**config.mk**
```make
export PLATFORM = sky130hd
export DESIGN_NAME = reset_mode_strap
export DESIGN_NICKNAME = d
export VERILOG_FILES = /design/src/core/strap_pkg.sv /design/src/core/trace_if.sv /design/src/core/reset_mode_strap.sv /design/src/core/trace_drive.sv
export SDC_FILE = /design/constraint.sdc
export NUM_CORES = 1
export LEC_CHECK = 0
export ABC_AREA = 1
export ABC_CLOCK_PERIOD_IN_PS = 2900
export BUFFER_PORTS_ARGS = -buffer_cell sky130_fd_sc_hd__buf_2
export CORE_MARGIN = 5
export CORE_UTILIZATION = 40
export DETAILED_ROUTE_END_ITERATION = 7
export GPL_TIMING_DRIVEN = 0
export PLACE_DENSITY = 0.73
export SYNTH_ARGS = -nofsm -noshare
export SYNTH_HDL_FRONTEND = slang
export SYNTH_HIERARCHICAL = 1
export SYNTH_SLANG_ARGS = --single-unit
```
**constraint.sdc**
```tcl
create_clock -name clk_i -period 2.9 [get_ports clk_i]
set_input_delay 0.58 -clock clk_i [delete_from_list [all_inputs] [get_ports clk_i]]
set_output_delay 0.58 -clock clk_i [all_outputs]
set_load 0.01 [all_outputs]
```
**src/core/strap_pkg.sv**
```systemverilog
package strap_pkg;
  // mode word layout
  localparam int MODE_W = 10;
  localparam int MB_MULT_LSB = 0;
  localparam int MB_MULT_W = 3;
  localparam int MB_ENDIAN = 3;
  localparam int MB_RSV4 = 4;
  localparam int MB_RSV5 = 5;
  localparam int MB_TMR = 6;
  localparam int MB_RSV7 = 7;
  localparam int MB_WIDTH_LSB = 8;
  localparam logic [MODE_W-1:0] MODE_RST = 10'h080;
  // multiplier selects and resulting factors
  localparam logic [2:0] MULT_X2 = 3'h0;
  localparam logic [2:0] MULT_X3 = 3'h1;
  localparam logic [2:0] MULT_X4 = 3'h2;
  localparam logic [2:0] FACTOR_2 = 3'h2;
  localparam logic [2:0] FACTOR_3 = 3'h3;
  localparam logic [2:0] FACTOR_4 = 3'h4;
  // boot memory width codes
  localparam logic [1:0] WIDTH_8 = 2'h0;
  localparam logic [1:0] WIDTH_16 = 2'h1;
  localparam logic [1:0] WIDTH_32 = 2'h2;
  localparam logic [1:0] WIDTH_RSV = 2'h3;
  typedef enum logic [1:0] {
    BOOT_STD = 2'h0,
    BOOT_PCI = 2'h1,
    BOOT_RSV = 2'h2,
    BOOT_FLOAT = 2'h3
  } boot_src_t;
  localparam logic [31:0] REG_BASE_BOOT = 32'h1800_0000;
  localparam logic [31:0] REG_BASE_ALT = 32'h1900_0000;
  // register map
  localparam logic [7:0] ADR_MODE = 8'h00;
  localparam logic [7:0] ADR_CTRL = 8'h04;
  localparam logic [7:0] ADR_STAT = 8'h08;
  localparam logic [7:0] ADR_BASE = 8'h0c;
  localparam int MODE_SRC_LSB = 10;
  localparam int MODE_SAT = 12;
  localparam int CTRL_TRACE_EN = 0;
  localparam logic CTRL_TRACE_EN_RST = 1'b1;
  localparam int ST_COLD = 0;
  localparam int ST_MULT_RSV = 1;
  localparam int ST_WIDTH_RSV = 2;
  localparam int ST_SRC_RSV = 3;
  localparam int ST_PCI_HOST = 4;
  localparam int ST_RSV45 = 5;
  localparam int ST_RSV7 = 6;
endpackage : strap_pkg

```
**src/core/trace_if.sv**
```systemverilog
`timescale 1ns/1ns
`default_nettype none
interface trace_if;
  logic en;
  logic ads;
  logic ack;
  logic cpu;
  logic instr;
  logic [27:0] addr;
  modport src (output en, ads, ack, cpu, instr, addr);
  modport drv (input en, ads, ack, cpu, instr, addr);
endinterface : trace_if
`default_nettype wire

```
**src/core/reset_mode_strap.sv**
```systemverilog
// Notes on behaviour
// RULE_01: straps sampled from pins during cold reset
// RULE_02: latched at cold reset release, then frozen
// RULE_03: three-bit field picks clock multiplier 2/3/4
// RULE_04: mode bit 3 low little, high big
// RULE_05: mode bit 6 low routes timer irq
// RULE_06: board straps bits 4,5 zero, bit 7 one
// RULE_07: width strap 00/01/10 gives 8/16/32 bits
// RULE_08: non-boot mode moves register base upward
// RULE_09: source 11 floats buses during cold reset
// RULE_10: pci boot accepts cold or pci reset
// RULE_11: pci boot needs satellite; source 10 illegal
// RULE_12: source 00 boots from local memory
// RULE_13: address line 20 high satellite, low host
// RULE_14: host software programs all pci config registers
// RULE_15: satellite pci boot loads config from eeprom
// RULE_16: source pin high for cpu, low dma
// RULE_17: ack pin low on any data acknowledge
// RULE_18: strobe low at start, block address out
// RULE_19: i/d pin low data, high instruction
`timescale 1ns/1ns
`default_nettype none
module reset_mode_strap
  import strap_pkg::*;
(
  input wire logic clk_i,
  input wire logic rst_i,
  input wire logic cold_reset_n_i,
  input wire logic pci_reset_n_i,
  input wire logic [2:0] pcst_strap_i,
  input wire logic dbg_i_d_n_i,
  input wire logic dbg_ack_n_i,
  input wire logic dbg_ads_n_i,
  input wire logic dbg_dma_n_i,
  input wire logic [22:17] mem_addr_i,
  output logic dbg_i_d_n_o,
  output logic dbg_i_d_n_oe_o,
  output logic dbg_ack_n_o,
  output logic dbg_ack_n_oe_o,
  output logic dbg_ads_n_o,
  output logic dbg_ads_n_oe_o,
  output logic dbg_dma_n_o,
  output logic dbg_dma_n_oe_o,
  output logic [31:4] mem_data_o,
  output logic mem_data_oe_o,
  input wire logic txn_ads_i,
  input wire logic txn_ack_i,
  input wire logic txn_cpu_i,
  input wire logic txn_instr_i,
  input wire logic [27:0] txn_blk_addr_i,
  output logic [2:0] core_pipeline_clock_mult_o,
  output logic byte_order_select_o,
  output logic timer_irq_route_en_o,
  output logic [1:0] boot_width_o,
  output logic [31:0] reg_base_o,
  output logic [1:0] boot_src_o,
  output logic pci_satellite_o,
  output logic eeprom_cfg_load_o,
  output logic bus_float_o,
  output logic core_reset_o,
  input wire logic wb_cyc_i,
  input wire logic wb_stb_i,
  input wire logic wb_we_i,
  input wire logic [7:0] wb_adr_i,
  input wire logic [3:0] wb_sel_i,
  input wire logic [31:0] wb_dat_i,
  output logic [31:0] wb_dat_o,
  output logic wb_ack_o,
  output logic wb_err_o
);
  typedef struct packed {
    logic cold_rel;
    logic [MODE_W-1:0] sh_mode;
    logic [1:0] sh_src;
    logic sh_sat;
    logic [MODE_W-1:0] mode;
    logic [1:0] src;
    logic sat;
    logic float_bus;
    logic core_rst;
    logic load;
    logic trace_en;
    logic ack;
    logic err;
    logic [31:0] rdata;
  } state_t;

  state_t s_q;
  state_t s_d;
  logic [MODE_W-1:0] pin_mode;
  logic release_edge;
  logic req;
  logic [31:0] stat;
  logic [2:0] mult_sel;
  logic [1:0] width_sel;

  trace_if tr ();

  // base depends only on the frozen source field
  function automatic logic [31:0] reg_base(input logic [1:0] src);
    reg_base = (src == BOOT_FLOAT) ? REG_BASE_ALT : REG_BASE_BOOT; // RULE_08
  endfunction : reg_base

  // RULE_01
  assign pin_mode = {mem_addr_i[19:18], mem_addr_i[17], dbg_dma_n_i,
                     dbg_ads_n_i, dbg_ack_n_i, dbg_i_d_n_i, pcst_strap_i};
  assign release_edge = cold_reset_n_i & ~s_q.cold_rel;
  assign req = wb_cyc_i & wb_stb_i;
  assign mult_sel = s_q.mode[MB_MULT_LSB +: MB_MULT_W];
  assign width_sel = s_q.mode[MB_WIDTH_LSB +: 2];

  always_comb begin
    stat = '0;
    stat[ST_COLD] = ~s_q.cold_rel;
    stat[ST_MULT_RSV] = mult_sel > MULT_X4;
    stat[ST_WIDTH_RSV] = width_sel == WIDTH_RSV;
    // far-side strap mistakes are reported, not corrected
    stat[ST_SRC_RSV] = s_q.src == BOOT_RSV; // RULE_11
    stat[ST_PCI_HOST] = (s_q.src == BOOT_PCI) & ~s_q.sat; // RULE_11
    stat[ST_RSV45] = s_q.mode[MB_RSV4] | s_q.mode[MB_RSV5]; // RULE_06
    stat[ST_RSV7] = ~s_q.mode[MB_RSV7]; // RULE_06
  end

  always_comb begin
    s_d = s_q;
    s_d.cold_rel = cold_reset_n_i;
    s_d.load = 1'b0;
    if (!cold_reset_n_i) begin
      s_d.sh_mode = pin_mode; // RULE_01
      s_d.sh_src = mem_addr_i[22:21];
      s_d.sh_sat = mem_addr_i[20]; // RULE_13
    end
    if (release_edge) begin
      // only this edge writes the live settings
      s_d.mode = s_q.sh_mode; // RULE_02
      s_d.src = s_q.sh_src; // RULE_02
      s_d.sat = s_q.sh_sat; // RULE_02
      // host role leaves config to software, so no load then
      s_d.load = (s_q.sh_src == BOOT_PCI) & s_q.sh_sat; // RULE_15 RULE_14
    end
    s_d.float_bus = ~cold_reset_n_i & (mem_addr_i[22:21] == BOOT_FLOAT); // RULE_09
    s_d.core_rst = ~cold_reset_n_i |
                   ((s_q.src == BOOT_PCI) & ~pci_reset_n_i); // RULE_10
    s_d.ack = 1'b0;
    s_d.err = 1'b0;
    if (req && !s_q.ack && !s_q.err) begin
      s_d.rdata = '0;
      unique case (wb_adr_i)
        ADR_MODE: begin
          s_d.ack = 1'b1;
          s_d.rdata[MODE_W-1:0] = s_q.mode;
          s_d.rdata[MODE_SRC_LSB +: 2] = s_q.src;
          s_d.rdata[MODE_SAT] = s_q.sat;
        end
        ADR_CTRL: begin
          s_d.ack = 1'b1;
          s_d.rdata[CTRL_TRACE_EN] = s_q.trace_en;
          if (wb_we_i && wb_sel_i[0]) begin
            s_d.trace_en = wb_dat_i[CTRL_TRACE_EN];
          end
        end
        ADR_STAT: begin
          s_d.ack = 1'b1;
          s_d.rdata = stat;
        end
        ADR_BASE: begin
          s_d.ack = 1'b1;
          s_d.rdata = reg_base(s_q.src);
        end
        default: begin
          s_d.err = 1'b1;
        end
      endcase
    end
  end

  always_ff @(posedge clk_i) begin
    if (rst_i) begin
      s_q <= '{cold_rel: 1'b0, sh_mode: MODE_RST, sh_src: BOOT_STD,
               sh_sat: 1'b0, mode: MODE_RST, src: BOOT_STD, sat: 1'b0,
               float_bus: 1'b0, core_rst: 1'b1, load: 1'b0,
               trace_en: CTRL_TRACE_EN_RST, ack: 1'b0, err: 1'b0,
               rdata: '0};
    end else begin
      s_q <= s_d;
    end
  end

  // RULE_03
  always_comb begin
    unique case (mult_sel)
      MULT_X3: core_pipeline_clock_mult_o = FACTOR_3;
      MULT_X4: core_pipeline_clock_mult_o = FACTOR_4;
      // reserved codes fall back to the slowest core clock
      default: core_pipeline_clock_mult_o = FACTOR_2;
    endcase
  end

  assign byte_order_select_o = s_q.mode[MB_ENDIAN]; // RULE_04
  assign timer_irq_route_en_o = ~s_q.mode[MB_TMR]; // RULE_05
  assign boot_width_o = width_sel; // RULE_07
  assign reg_base_o = reg_base(s_q.src); // RULE_08
  assign boot_src_o = s_q.src; // RULE_12
  assign pci_satellite_o = s_q.sat; // RULE_13
  assign eeprom_cfg_load_o = s_q.load;
  assign bus_float_o = s_q.float_bus;
  assign core_reset_o = s_q.core_rst;
  assign wb_dat_o = s_q.rdata;
  assign wb_ack_o = s_q.ack;
  assign wb_err_o = s_q.err;

  // pins stay released while straps are being read
  assign tr.en = s_q.cold_rel & cold_reset_n_i & s_q.trace_en;
  assign tr.ads = txn_ads_i;
  assign tr.ack = txn_ack_i;
  assign tr.cpu = txn_cpu_i;
  assign tr.instr = txn_instr_i;
  assign tr.addr = txn_blk_addr_i;

  logic pin_oe;

  trace_drive u_drive (
    .clk_i(clk_i),
    .rst_i(rst_i),
    .t(tr.drv),
    .dma_n_o(dbg_dma_n_o),
    .ack_n_o(dbg_ack_n_o),
    .ads_n_o(dbg_ads_n_o),
    .i_d_n_o(dbg_i_d_n_o),
    .pin_oe_o(pin_oe),
    .data_o(mem_data_o),
    .data_oe_o(mem_data_oe_o)
  );

  assign dbg_i_d_n_oe_o = pin_oe;
  assign dbg_ack_n_oe_o = pin_oe;
  assign dbg_ads_n_oe_o = pin_oe;
  assign dbg_dma_n_oe_o = pin_oe;
endmodule : reset_mode_strap
`default_nettype wire

```
**src/core/trace_drive.sv**
```systemverilog
`timescale 1ns/1ns
`default_nettype none
module trace_drive
  import strap_pkg::*;
(
  input wire logic clk_i,
  input wire logic rst_i,
  trace_if.drv t,
  output logic dma_n_o,
  output logic ack_n_o,
  output logic ads_n_o,
  output logic i_d_n_o,
  output logic pin_oe_o,
  output logic [31:4] data_o,
  output logic data_oe_o
);
  typedef struct packed {
    logic dma_n;
    logic ack_n;
    logic ads_n;
    logic i_d_n;
    logic oe;
    logic [27:0] data;
    logic data_oe;
  } drv_t;
  drv_t s_q;
  drv_t s_d;
  logic live;

  always_comb begin
    s_d = s_q;
    live = t.ads | t.ack;
    s_d.oe = t.en;
    s_d.ads_n = ~(t.en & t.ads); // RULE_18
    s_d.ack_n = ~(t.en & t.ack); // RULE_17
    // idle level high keeps a probe from seeing a phantom dma cycle
    s_d.dma_n = live ? t.cpu : 1'b1; // RULE_16
    s_d.i_d_n = live ? t.instr : 1'b1; // RULE_19
    s_d.data_oe = t.en & t.ads; // RULE_18
    if (t.ads) begin
      s_d.data = t.addr; // RULE_18
    end
  end

  always_ff @(posedge clk_i) begin
    if (rst_i) begin
      s_q <= '{dma_n: 1'b1, ack_n: 1'b1, ads_n: 1'b1, i_d_n: 1'b1,
               oe: 1'b0, data: '0, data_oe: 1'b0};
    end else begin
      s_q <= s_d;
    end
  end

  assign dma_n_o = s_q.dma_n;
  assign ack_n_o = s_q.ack_n;
  assign ads_n_o = s_q.ads_n;
  assign i_d_n_o = s_q.i_d_n;
  assign pin_oe_o = s_q.oe;
  assign data_o = s_q.data;
  assign data_oe_o = s_q.data_oe;
endmodule : trace_drive
`default_nettype wire

```
==> Implementation_results.wiki, run 1 <==
{| class="wikitable"
! Metric !! Value
|-
| Routed length on met2 || between 4000 and 5000 um
|-
| Power Dens Cells || about 480 nW/um2
|-
| Growth of design area from synthesis to finish || 30.0%
|-
| Number of hold buffers added after cts || 0
|-
| Leakage power figure || 0.00282 uW
|-
| Peak supply drop || 0.000263 V
|-
| Post-Route Skew || 0.00516 ns
|-
| Drt first pass iters || 4
|-
| Number of warning messages in the yosys log || 6
|-
| Hold Crit Depth || 2
|-
| Total power || 2370 uW
|-
| Run status || finished clean
|-
| TritonCTS Sinks || 82
|-
| Worst-case setup margin in the final layout || 1.06 ns
|-
| Overall track demand over capacity in global routing || 16.5%
|-
| Arrival @ worst endpoint || ~1.3 ns
|-
| Share of the core filled with cells || a little over half
|-
| Min cycle time layout || between 1.5 and 2 ns
|-
| Share of the cycle needed by the critical path after routing || a little under two thirds
|-
| Quantity of gates resized following cts || 0
|-
| Final HPWL DP || roughly 7600 um
|-
| Total die area || 11,600 um2
|-
| Clock tree from TritonCTS || done
|-
| Largest net degree at the start of global routing || 14
|-
| Distinct cell type count after synthesis || 28
|-
| Primary FF master, synth || dfxtp_1
|-
| Syn Inst Count || 540
|-
| Number of H-tree levels || 3
|-
| Number of buffers on the longest clock path || 2
|-
| DRC violations left || 0
|-
| Post-synth EDFFs || 0
|-
| Syn avg cell area || 7.08 um2
|-
| Reg-to-Reg End || u_drive/ads_n_o
|-
| Sum Neg Setup Slack || 0 ns
|-
| Worst EP required || about 2.3 ns
|-
| Max Slew Vio Count || 0
|-
| Via count || 3,511
|-
| Number of global-route vias before repair || 3,426
|-
| Number of diodes added for antenna fixing || 0
|-
| Worst Reg-to-Reg Cells || 5
|-
| Critical path endpoint category || output port
|-
| Global-route wire length before repair || roughly 15,000 um
|-
| Total I/O pin count || 212
|-
| Unrepaired setup endpoints after global routing || no
|-
| DRT met1 WL || 3660 um
|-
| CP Launch Type || flip-flop
|-
| Netlist area before placement || 3820 um2
|-
| Worst flop-to-flop path startpoint || s_q[64]
|-
| Number of nets with antenna violations after detailed routing || 0
|-
| Reg-to-reg setup timing slack || 1.76 ns
|-
| Post-synthesis async set-or-reset flop share || 0%
|-
| Post-placement setup slack || 1.31 ns
|-
| Number of antenna violations at the first check in global routing || 0
|-
| Violation count after the first detailed-routing iteration || 104
|-
| Highest metal layer used by the detailed router || met4
|-
| Effective utilization at floorplan || between 40% and 50%
|-
| Mean number of vias per cell || 4.09
|-
| Die height || between 100 and 150 um
|-
| Count of port buffers added during placement || about 130
|-
| Register area share after synthesis || 42.9%
|-
| Clock tree root driver cell || clkbuf_8
|-
| Final Net Count || 821
|-
| Insertion delay of the later-clocked pin in the worst-skew pair || 0.34 ns
|-
| Number of max-cap violations || 0
|-
| Clock input transition at the sequential cells of the worst setup and hold paths || 0.08 ns
|-
| Crit path max fanout || 3
|-
| Global route total overflow || 0
|-
| Placer Congestion || between 0.8 and 0.9
|-
| Die outline width || 108 um
|-
| TritonCTS Buffers || 9
|-
| Number of hold violations in the final report || 0
|-
| Fmax || between 0.5 and 0.6 GHz
|-
| Flops & latches, synth || 82
|-
| Fill count || roughly 930
|-
| FP Rows || 35
|-
| Length of routed met3 wiring || ~950 um
|-
| Hold-critical path endpoint || u_drive/i_d_n_o
|-
| Final setup violation count || 0
|-
| Proportion of layout cells with a drive suffix above 1 || 33.3%
|-
| Routed WL per cell || ~11 um
|-
| Type of the worst setup path || flip-flop to output port
|-
| Worst Hold Launch || txn_instr_i
|-
| Number of setup buffers added after CTS || 0
|-
| Routed Wire Length || 9380 um
|-
| HP Class || input port to flip-flop
|-
| Core region area || 9280 um2
|}
-- state kept, by name, indices dropped and copies added (netlist names), 2 cells and up --
register	cells
boot_src_o	2
boot_width_o	2
mult_sel	3
s_q	19
u_drive/data_o	28
wb_dat_o	15
-- critical path: stages, from the launching register on --
cell     delay [ns]
dfxtp_1        0.37
inv_1          0.09
nor3_1         0.26
inv_1          0.06
buf_2          0.14
-- cells in the final DEF, fill, tap and decap left out, types with 3 or more instances in the layout --
cell and instances:
buf_4 74, nand3_1 15, dfxtp_1 82, nand2_1 130, clkbuf_1 4, o21ai_0 21, a21oi_1 25, inv_2 3
clkinvlp_4 3, clkbuf_8 10, buf_2 142, nor2_4 4, inv_1 61, nor2_1 90, conb_1 47
-- synth_stat cells (2+ instances only) --
master    instances  area [um2]
nor2_4            4        45.0
buf_4            74         556
nor3_1            2        10.0
nand2_1         130         488
buf_2            13        65.1
nor2_1           90         338
o21ai_0          21         105
nand3_1          15        75.1
dfxtp_1          82        1640
inv_2             3        11.3
clkbuf_1          2        7.51
nand3b_1          2        15.0
a21oi_1          25         125
nor2_2            2        12.5
inv_1            61         229
conb_1            2        7.51
-- worst max-delay path by stage --
stage                   startpoint                             to  cells after the start  slack (ns)
floorplan              mult_sel[1]  core_pipeline_clock_mult_o[1]                      3        1.48
global placement    cold_reset_n_i                u_drive/ads_n_o                      7        1.30
detailed placement  cold_reset_n_i                u_drive/ads_n_o                      7        1.31
CTS                    mult_sel[1]  core_pipeline_clock_mult_o[1]                      4        1.07
global route           mult_sel[1]  core_pipeline_clock_mult_o[1]                      4        0.97
finish                 mult_sel[1]  core_pipeline_clock_mult_o[1]                      4        1.06
-- per-stage QoR --
step,std cells,cell area (um2),hold WS [ns]
after floorplan,585,3990,0.414
after global placement,843,4800,0.427
after detailed placement,843,4800,0.437
after CTS,859,4970,0.407
after global routing,859,4970,0.422
final,859,4970,0.422
-- power by group --
part           total (uW)  switching [uW]  internal, uW
logic                 411             223           188
registers            1230            37.3          1190
clock network         726             392           334
-- routing by layer --
metal | up-vias | global-route usage (%)
met5 | - | 0
met4 | 0 | 7.12
met3 | 19 | 6.30
met2 | 129 | 27.8
met1 | 1480 | 18.5
li1 | 1883 | -
-- final cells by class --
cell class                 count  area (um2)  share of cell area [%]
sequential                    82        1640                    33.0
multi-input combinational    348        1470                    29.5
timing repair buffer         129         646                    13.0
buffer                        91         643                    12.9
inverter                      64         240                    4.83
tap                          129         161                    3.25
clock buffer                  12         145                    2.92
clock inverter                 4        27.5                   0.554
-- cell families (layout without fill, tap and decap cells) --
logic type / Yosys count / count (layout) / synth area share, %
and+or+nand+nor: 251 / 251 / 26.9
AOI/OAI and AO/OA: 50 / 50 / 6.81
other: 2 / 47 / 0.196
DFF: 82 / 82 / 42.9
buffers and inverters: 155 / 300 / 23.1
(Power assumes the default switching activity.)
==> inputs of run 2 (changes only) <==
- ABC_AREA: 1 -> 0
- ABC_CLOCK_PERIOD_IN_PS: 2900 -> 1700
- PLACE_DENSITY: 0.73 -> 0.75
- clock period: 2.9 -> 1.7 ns (I/O delays scaled with it)
==> run 2 against run 1 <==
Wire length is 4.4% lower. Critical path type unchanged. Sequential power increased by 66%. Combinational power grew 35%. Clock power is 110% higher. Largest cell class unchanged. First-iteration DRC count is 18% lower. Global-route usage decreased by 0.69 points.
==> Implementation_results.wiki, run 2 <==
{| class="wikitable"
! Metric !! Value
|-
| Leading cell types in the layout, fill and taps excluded || buf_2, dfxtp_1, buf_4
|-
| Fill count || just over 800
|-
| Multiplexer area fraction after synthesis || 11.4%
|-
| Core region area || roughly 8700 um2
|-
| Peak supply drop || 0.000680 V
|-
| Number of diodes added for antenna fixing || 0
|-
| TritonCTS Sinks || 82
|-
| Die height || about 100 um
|-
| Routed Wire Length || 8970 um
|-
| Worst-case setup margin in the final layout || 0.238 ns
|-
| Die outline width || 105 um
|-
| Psw || around 1000 uW
|-
| Min cycle time layout || 1.46 ns
|-
| Most common cell after layout, fill and taps aside || buf_2
|-
| Count of port buffers added during placement || roughly 130
|-
| Overall track demand over capacity in global routing || between 15 and 20%
|-
| Number of warning messages in the yosys log || 6
|-
| Mean number of vias per cell || 4.39
|-
| Clock tree from TritonCTS || done
|-
| DRC violations left || 0
|-
| Insertion delay of the later-clocked pin in the worst-skew pair || about 0.34 ns
|-
| Total die area || 11,000 um2
|-
| Footprint of the flip-flops and latches || about 1600 um2
|-
| Post-synthesis async set-or-reset flop share || 0%
|-
| Relative contribution of combinational cells to total power || 13.4%
|-
| Final hold slack || 0.171 ns
|-
| Crit path max fanout || 7
|-
| Clock Power Share || 37.1%
|-
| Worst-case headroom to the max-slew limit || between 50 and 60%
|-
| Flops & latches, synth || 82
|-
| Worst EP required || between 1 and 1.5 ns
|-
| Drt first pass iters || 4
|-
| Number of H-tree levels || 3
|-
| Cell-internal power || 3130 uW
|-
| Fmax || 0.684 GHz
|-
| Register area share after synthesis || 45.7%
|-
| Buffer and inverter count on the worst path || 1
|-
| Leakage power figure || 0.00246 uW
|-
| Post-synthesis share of cell area spent on full adders, half adders and majority gates || 0%
|-
| Post-placement setup slack || -0.0640 ns
|-
| Global route total overflow || 0
|-
| Final setup violation count || 0
|-
| Area of the multi-input gates || between 1000 and 1500 um2
|-
| Proportion of layout cells with a drive suffix above 1 || 39.5%
|-
| Most used standard cell by instance count after synthesis || dfxtp_1
|-
| Sum Neg Setup Slack || 0 ns
|-
| Transition time at the pin with the least slew margin || 0.700 ns
|-
| Final Net Count || about 670
|-
| Growth of design area from synthesis to finish || 32.1%
|-
| Cell taking the most area after synthesis || dfxtp_1
|-
| Global-route wire length before repair || 14,600 um
|-
| Type of the worst setup path || flip-flop to output port
|-
| Placer Congestion || ~0.8
|-
| Post-synth EDFFs || 0
|-
| Final HPWL DP || 7330 um
|-
| Largest net degree at the start of global routing || 14
|-
| Critical Path, Cell by Cell || and2_1 > buf_2
|-
| Largest family of logic cells by synthesized area || buffers and inverters
|-
| Run status || finished clean
|-
| Effective utilization at floorplan || 41.2%
|-
| Unrepaired setup endpoints after global routing || no
|-
| Fraction of synthesized cell area in xor and xnor cells || 0%
|-
| Share of the cycle needed by the critical path after routing || 86.0%
|-
| Syn avg cell area || just over 9 um2
|-
| FP Rows || 34
|-
| Sequential group share of total power || 49.5%
|-
| Via count || around 3,000
|-
| Net Sw Frac || about 24%
|-
| TritonCTS Buffers || 9
|-
| Most area-consuming cells after synthesis || dfxtp_1, buf_4, mux2i_1
|-
| Area share of the largest cell type after synthesis || 45.7%
|-
| Primary FF master, synth || dfxtp_1
|-
| Crit path largest cell delay || 0.45 ns
|-
| Total I/O pin count || 212
|-
| Clock tree root driver cell || clkbuf_8
|-
| Clock input transition at the sequential cells of the worst setup and hold paths || 0.08 ns
|-
| Max reg flops || 28
|-
| Largest delay contributor family on the critical path || flip-flops
|-
| Number of nets with antenna violations after detailed routing || 0
|-
| Post-route cell area || 4750 um2
|-
| CP Launch Type || flip-flop
|-
| Syn Inst Count || 388
|-
| Total power || roughly 4100 uW
|-
| Post-Route Skew || 0.00536 ns
|-
| Power Dens Cells || 869 nW/um2
|-
| Post-detailed-placement cell area || 4530 um2
|-
| Number of antenna violations at the first check in global routing || 0
|-
| Quantity of gates resized following cts || 0
|-
| HP Class || input port to flip-flop
|-
| Critical path endpoint category || output port
|-
| Violation count after the first detailed-routing iteration || 85
|-
| Post-Synth Simple-Gate Area || 17.4%
|-
| Number of setup buffers added after CTS || 0
|-
| Number of hold violations in the final report || 0
|-
| Number of buffers on the longest clock path || 2
|-
| Distinct cell type count after synthesis || 38
|-
| Arrival @ worst endpoint || 1.12 ns
|-
| Synth Area in Compound Gates || under 10%
|-
| Standard cell with the maximum stage delay on the critical path || dfxtp_1
|-
| Max Slew Vio Count || 0
|-
| Netlist area before placement || roughly 3600 um2
|-
| Most used standard cells in the synthesized netlist || dfxtp_1, buf_4, nor2_1
|-
| Number of global-route vias before repair || 3,020
|-
| Routed WL per cell || 13.1 um
|-
| Number of max-cap violations || 0
|}
## run 2: cell count changes after synthesis, moves of 7 or more
cell | previous run | this run
buf_2 | 13 | 5
clkbuf_1 | 2 | 10
inv_1 | 61 | 5
mux2i_1 | 0 | 41
nand2_1 | 130 | 38
nand3_1 | 15 | 8
nor2_1 | 90 | 51
o21ai_0 | 21 | 3
## run 2: repair_timing
action	CTS	global route
setup endpoints to repair	0	1
endpoints found under the hold margin	0	0
hold buffers	0	0
## run 2: layout make-up
type	count	share of cell area, %
buffer	89	14.0
clock buffer	11	2.98
clock inverter	5	1.63
sequential	82	34.6
timing repair buffer	127	13.4
inverter	5	0.395
multi-input combinational	256	30.2
tap	108	2.85
## run 2: final timing paths
| check | from | endpoint | slack, ns | cells past startpoint |
|---|---|---|---|---|
| setup / recovery | boot_src_o[1] | reg_base_o[24] | 0.24 | 2 |
| hold / removal | txn_ack_i | u_drive/ack_n_o | 0.17 | 2 |
| setup reg to reg | wb_ack_o | wb_dat_o[24] | 0.25 | 5 |
| hold reg to reg | s_q[55] | mult_sel[1] | 0.46 | 2 |
## run 2: kinds of logic (layout without fill, tap and decap cells)
kind of cell	after synthesis	after routing
AND/OR/NAND/NOR	131	131
buffers and inverters	95	237
flip-flops	82	82
multiplexers	41	41
AO/OA/AOI/OAI	37	37
other	2	47
## run 2: power by group through the flow
stage	clock [uW]	combinational, uW	sequential, uW
6_report	1530	553	2040
5_1_grt	1640	612	2050
4_1_cts	1570	551	2040
3_5_place_dp	0	549	2090
3_3_place_gp	0	538	2090
2_1_floorplan	0	348	2100
## run 2: worst register-to-register path, cell delays in order (launching register included)
cell	delay [ns]
dfxtp_1	0.36
nand4bb_1	0.24
buf_2	0.36
nor2_1	0.11
a32oi_1	0.20
nor2_1	0.06
## run 2: routing by layer
metal / track usage (%) / share of wire (%) / up-vias
met5: 0 / 0 / -
met4: 3.56 / 0.79 / 0
met2: 27.8 / 49 / 126
met3: 5.55 / 9.5 / 7
li1: - / - / 1530
met1: 18.5 / 41 / 1333
## run 2: through the flow
| step | util [%] | instances |
|---|---|---|
| finish | 54.4 | 683 |
| global route | 54.4 | 683 |
| CTS | 54.5 | 684 |
| detailed placement | 52.0 | 668 |
| global placement | 52.0 | 668 |
| floorplan | - | 433 |
==> inputs of run 3 (changes only) <==
- SYNTH_HIERARCHICAL: 1 -> default
==> run 3 against run 2 <==
First-iteration DRC count is 4.7% lower. Via count is 2.6% lower. Largest power group unchanged. Critical path depth is 2 higher.
==> Implementation_results.wiki, run 3 <==
{| class="wikitable"
! Metric !! Value
|-
| Final setup violation count || 0
|-
| Post-synthesis async set-or-reset flop share || 0%
|-
| Number of global-route vias before repair || 2,997
|-
| Reg-to-Reg End || wb_dat_o[9]
|-
| Number of nets with antenna violations after detailed routing || 0
|-
| Via count || 2,918
|-
| Final HPWL DP || roughly 6600 um
|-
| Placer Congestion || 0.782
|-
| Post-Synth Simple-Gate Area || 17.2%
|-
| Most used standard cells in the synthesized netlist || dfxtp_1, buf_4, nor2_1
|-
| Sequential group share of total power || 50.9%
|-
| Fraction of synthesized cell area in xor and xnor cells || 0%
|-
| Die height || approximately 100 um
|-
| Max Slew Vio Count || 0
|-
| TritonCTS Sinks || 82
|-
| Proportion of layout cells with a drive suffix above 1 || 39.6%
|-
| Hold-critical path endpoint || u_drive.ack_n_o
|-
| Clock tree from TritonCTS || done
|-
| Met3 demand-to-capacity share in global routing || between 6 and 7%
|-
| Insertion delay of the later-clocked pin in the worst-skew pair || 0.34 ns
|-
| Synth Area in Compound Gates || 6.63%
|-
| Netlist area before placement || 3530 um2
|-
| Cell-internal power || a little under 3000 uW
|-
| Syn avg cell area || 9.21 um2
|-
| Post-placement setup slack || -0.0201 ns
|-
| Area share of the largest cell type after synthesis || 46.5%
|-
| Cell taking the most area after synthesis || dfxtp_1
|-
| Number of warning messages in the yosys log || 0
|-
| Number of buffers on the longest clock path || 2
|-
| Critical path endpoint category || flip-flop
|-
| Multiplexer area fraction after synthesis || 11.6%
|-
| Distinct cell type count after synthesis || 38
|-
| Power Dens Cells || ~860 nW/um2
|-
| Most area-consuming cells after synthesis || dfxtp_1, buf_4, mux2i_1
|-
| Core region area || 8680 um2
|-
| Count of port buffers added during placement || 128
|-
| Arrival @ worst endpoint || 1.83 ns
|-
| Mean number of vias per cell || between 4 and 5
|-
| Number of hold buffers added after cts || 0
|-
| Hold Crit Depth || 2
|-
| Final Net Count || 662
|-
| Worst-case headroom to the max-slew limit || 62.5%
|-
| Post-Route Skew || 0.0139 ns
|-
| Number of setup buffers added after CTS || 0
|-
| Number of hold violations in the final report || 0
|-
| Violation count after the first detailed-routing iteration || 81
|-
| Leakage power figure || 0.00244 uW
|-
| Number of H-tree levels || 3
|-
| Number of antenna violations at the first check in global routing || 2
|-
| Leading cell types in the layout, fill and taps excluded || buf_2, dfxtp_1, buf_4
|-
| Flops & latches, synth || ~80
|-
| Transition time at the pin with the least slew margin || 0.559 ns
|-
| Relative contribution of combinational cells to total power || a little over an eighth
|-
| CP Launch Type || flip-flop
|-
| Type of the worst setup path || flip-flop to flip-flop
|-
| Min cycle time layout || 1.54 ns
|-
| Syn Inst Count || 383
|-
| Drt first pass iters || 4
|-
| TritonCTS Buffers || 9
|-
| Fmax || 0.647 GHz
|-
| HP Class || input port to flip-flop
|-
| Clock Power Share || 36.0%
|-
| Quantity of gates resized following cts || 0
|-
| Post-synthesis share of cell area spent on full adders, half adders and majority gates || 0%
|-
| Total I/O pin count || roughly 210
|-
| Global route total overflow || 0
|-
| Largest family of logic cells by synthesized area || buffers and inverters
|-
| Met2 demand-to-capacity share in global routing || 25.5%
|-
| Run status || finished clean
|-
| Total die area || ~11,000 um2
|-
| Clock tree root driver cell || clkbuf_8
|-
| Psw || 1060 uW
|-
| Worst flop-to-flop path startpoint || wb_err_o
|-
| Worst Reg-to-Reg Cells || 4
|-
| Primary FF master, synth || dfxtp_1
|-
| Most Used Layer, Global Route || met2
|-
| Largest net degree at the start of global routing || 17
|-
| FP Rows || 34
|-
| Effective utilization at floorplan || between 40% and 50%
|-
| Register area share after synthesis || about 47%
|-
| Worst Hold Launch || txn_ack_i
|-
| Share of the cycle needed by the critical path after routing || about nine tenths
|-
| Routed WL per cell || 12.1 um
|-
| Routed Wire Length || a little over 8000 um
|-
| Crit path max fanout || 10
|-
| Met1 routing resource usage after global routing || 16.3%
|-
| Global-route wire length before repair || 13,600 um
|-
| Unrepaired setup endpoints after global routing || no
|-
| Most used standard cell by instance count after synthesis || dfxtp_1
|-
| Net Sw Frac || 26.4%
|-
| Max reg flops || 28
|-
| Final hold slack || 0.178 ns
|-
| Most common cell after layout, fill and taps aside || buf_2
|-
| Number of max-cap violations || 0
|-
| Post-synth EDFFs || 0
|-
| DRC violations left || 0
|-
| Overall track demand over capacity in global routing || 15.0%
|-
| Reg-to-reg setup timing slack || about 0.16 ns
|-
| Peak supply drop || 0.000472 V
|-
| Clock input transition at the sequential cells of the worst setup and hold paths || 0.10 ns
|-
| Growth of design area from synthesis to finish || 32.8%
|-
| Worst EP required || 1.99 ns
|-
| Die outline width || 104 um
|-
| Worst-case setup margin in the final layout || between 0.15 and 0.2 ns
|-
| Share of the core filled with cells || 54.0%
|}
==> run 3: changes by cell type in the layout (fill, tap and decap cells not counted), moves of 2 or more <==
cell and change:
and4_1 -2, inv_1 +2, diode_2 +2, nor3_1 -2, inv_6 +3, buf_12 -3
clkinv_2 -2, buf_1 +4, nand3_1 -2, and2_1 -2
==> run 3: layout make-up <==
| class | instances | area, um2 |
|---|---|---|
| Inverter | 7 | 26.3 |
| Multi-Input combinational cell | 250 | 1430 |
| Clock buffer | 9 | 124 |
| Antenna cell | 2 | 5.00 |
| Timing Repair Buffer | 128 | 641 |
| Tap cell | 108 | 135 |
| Clock inverter | 7 | 82.6 |
| Fill cell | 825 | 3990 |
| Buffer | 88 | 599 |
| Sequential cell | 82 | 1640 |
==> run 3: how the worst max path moves through the flow <==
stage	slack, ns	startpoint	endpoint
finish	0.16	wb_err_o	wb_dat_o[9]
global route	0.02	wb_err_o	wb_dat_o[11]
CTS	0.08	wb_err_o	wb_dat_o[24]
detailed placement	-0.02	wb_adr_i[5]	wb_dat_o[9]
global placement	-0.01	wb_adr_i[5]	wb_dat_o[24]
floorplan	0.19	wb_adr_i[5]	wb_dat_o[24]
==> run 3: layer usage <==
layer	vias to the layer above	wire, um
met5	-	7
met4	2	74
met3	7	858
met2	109	4040
met1	1285	3240
li1	1515	-
==> run 3: cell families after synthesis <==
group | count (synthesis)
AO/OA/AOI/OAI | 38
buffers and inverters | 96
flip-flops | 82
multiplexers | 41
other | 2
AND/OR/NAND/NOR | 124
==> run 3: worst max-delay path: stages (launching register included) <==
cell and delay, ns:
dfxtp_1 0.33, nand4bb_2 0.43, nor4_4 0.50, a22oi_1 0.12
nor2_1 0.11
==> run 3: power groups by stage <==
| stage | Sequential, uW | Combinational [uW] | Clock (uW) |
|---|---|---|---|
| floorplan | 2100 | 327 | 0 |
| global placement | 2080 | 514 | 0 |
| detailed placement | 2090 | 526 | 0 |
| CTS | 2040 | 526 | 1490 |
| global route | 2050 | 584 | 1580 |
| finish | 2040 | 527 | 1440 |
==> run 3: stage by stage <==
stage	cell area, um2	setup TNS [ns]	total power, uW	cells
floorplan	3700	0	2430	428
detailed placement	4470	-0.0786	2610	664
CTS	4680	0	4060	680
finish	4690	0	4010	681
global route	4680	0	4220	680
global placement	4470	-0.00999	2600	664
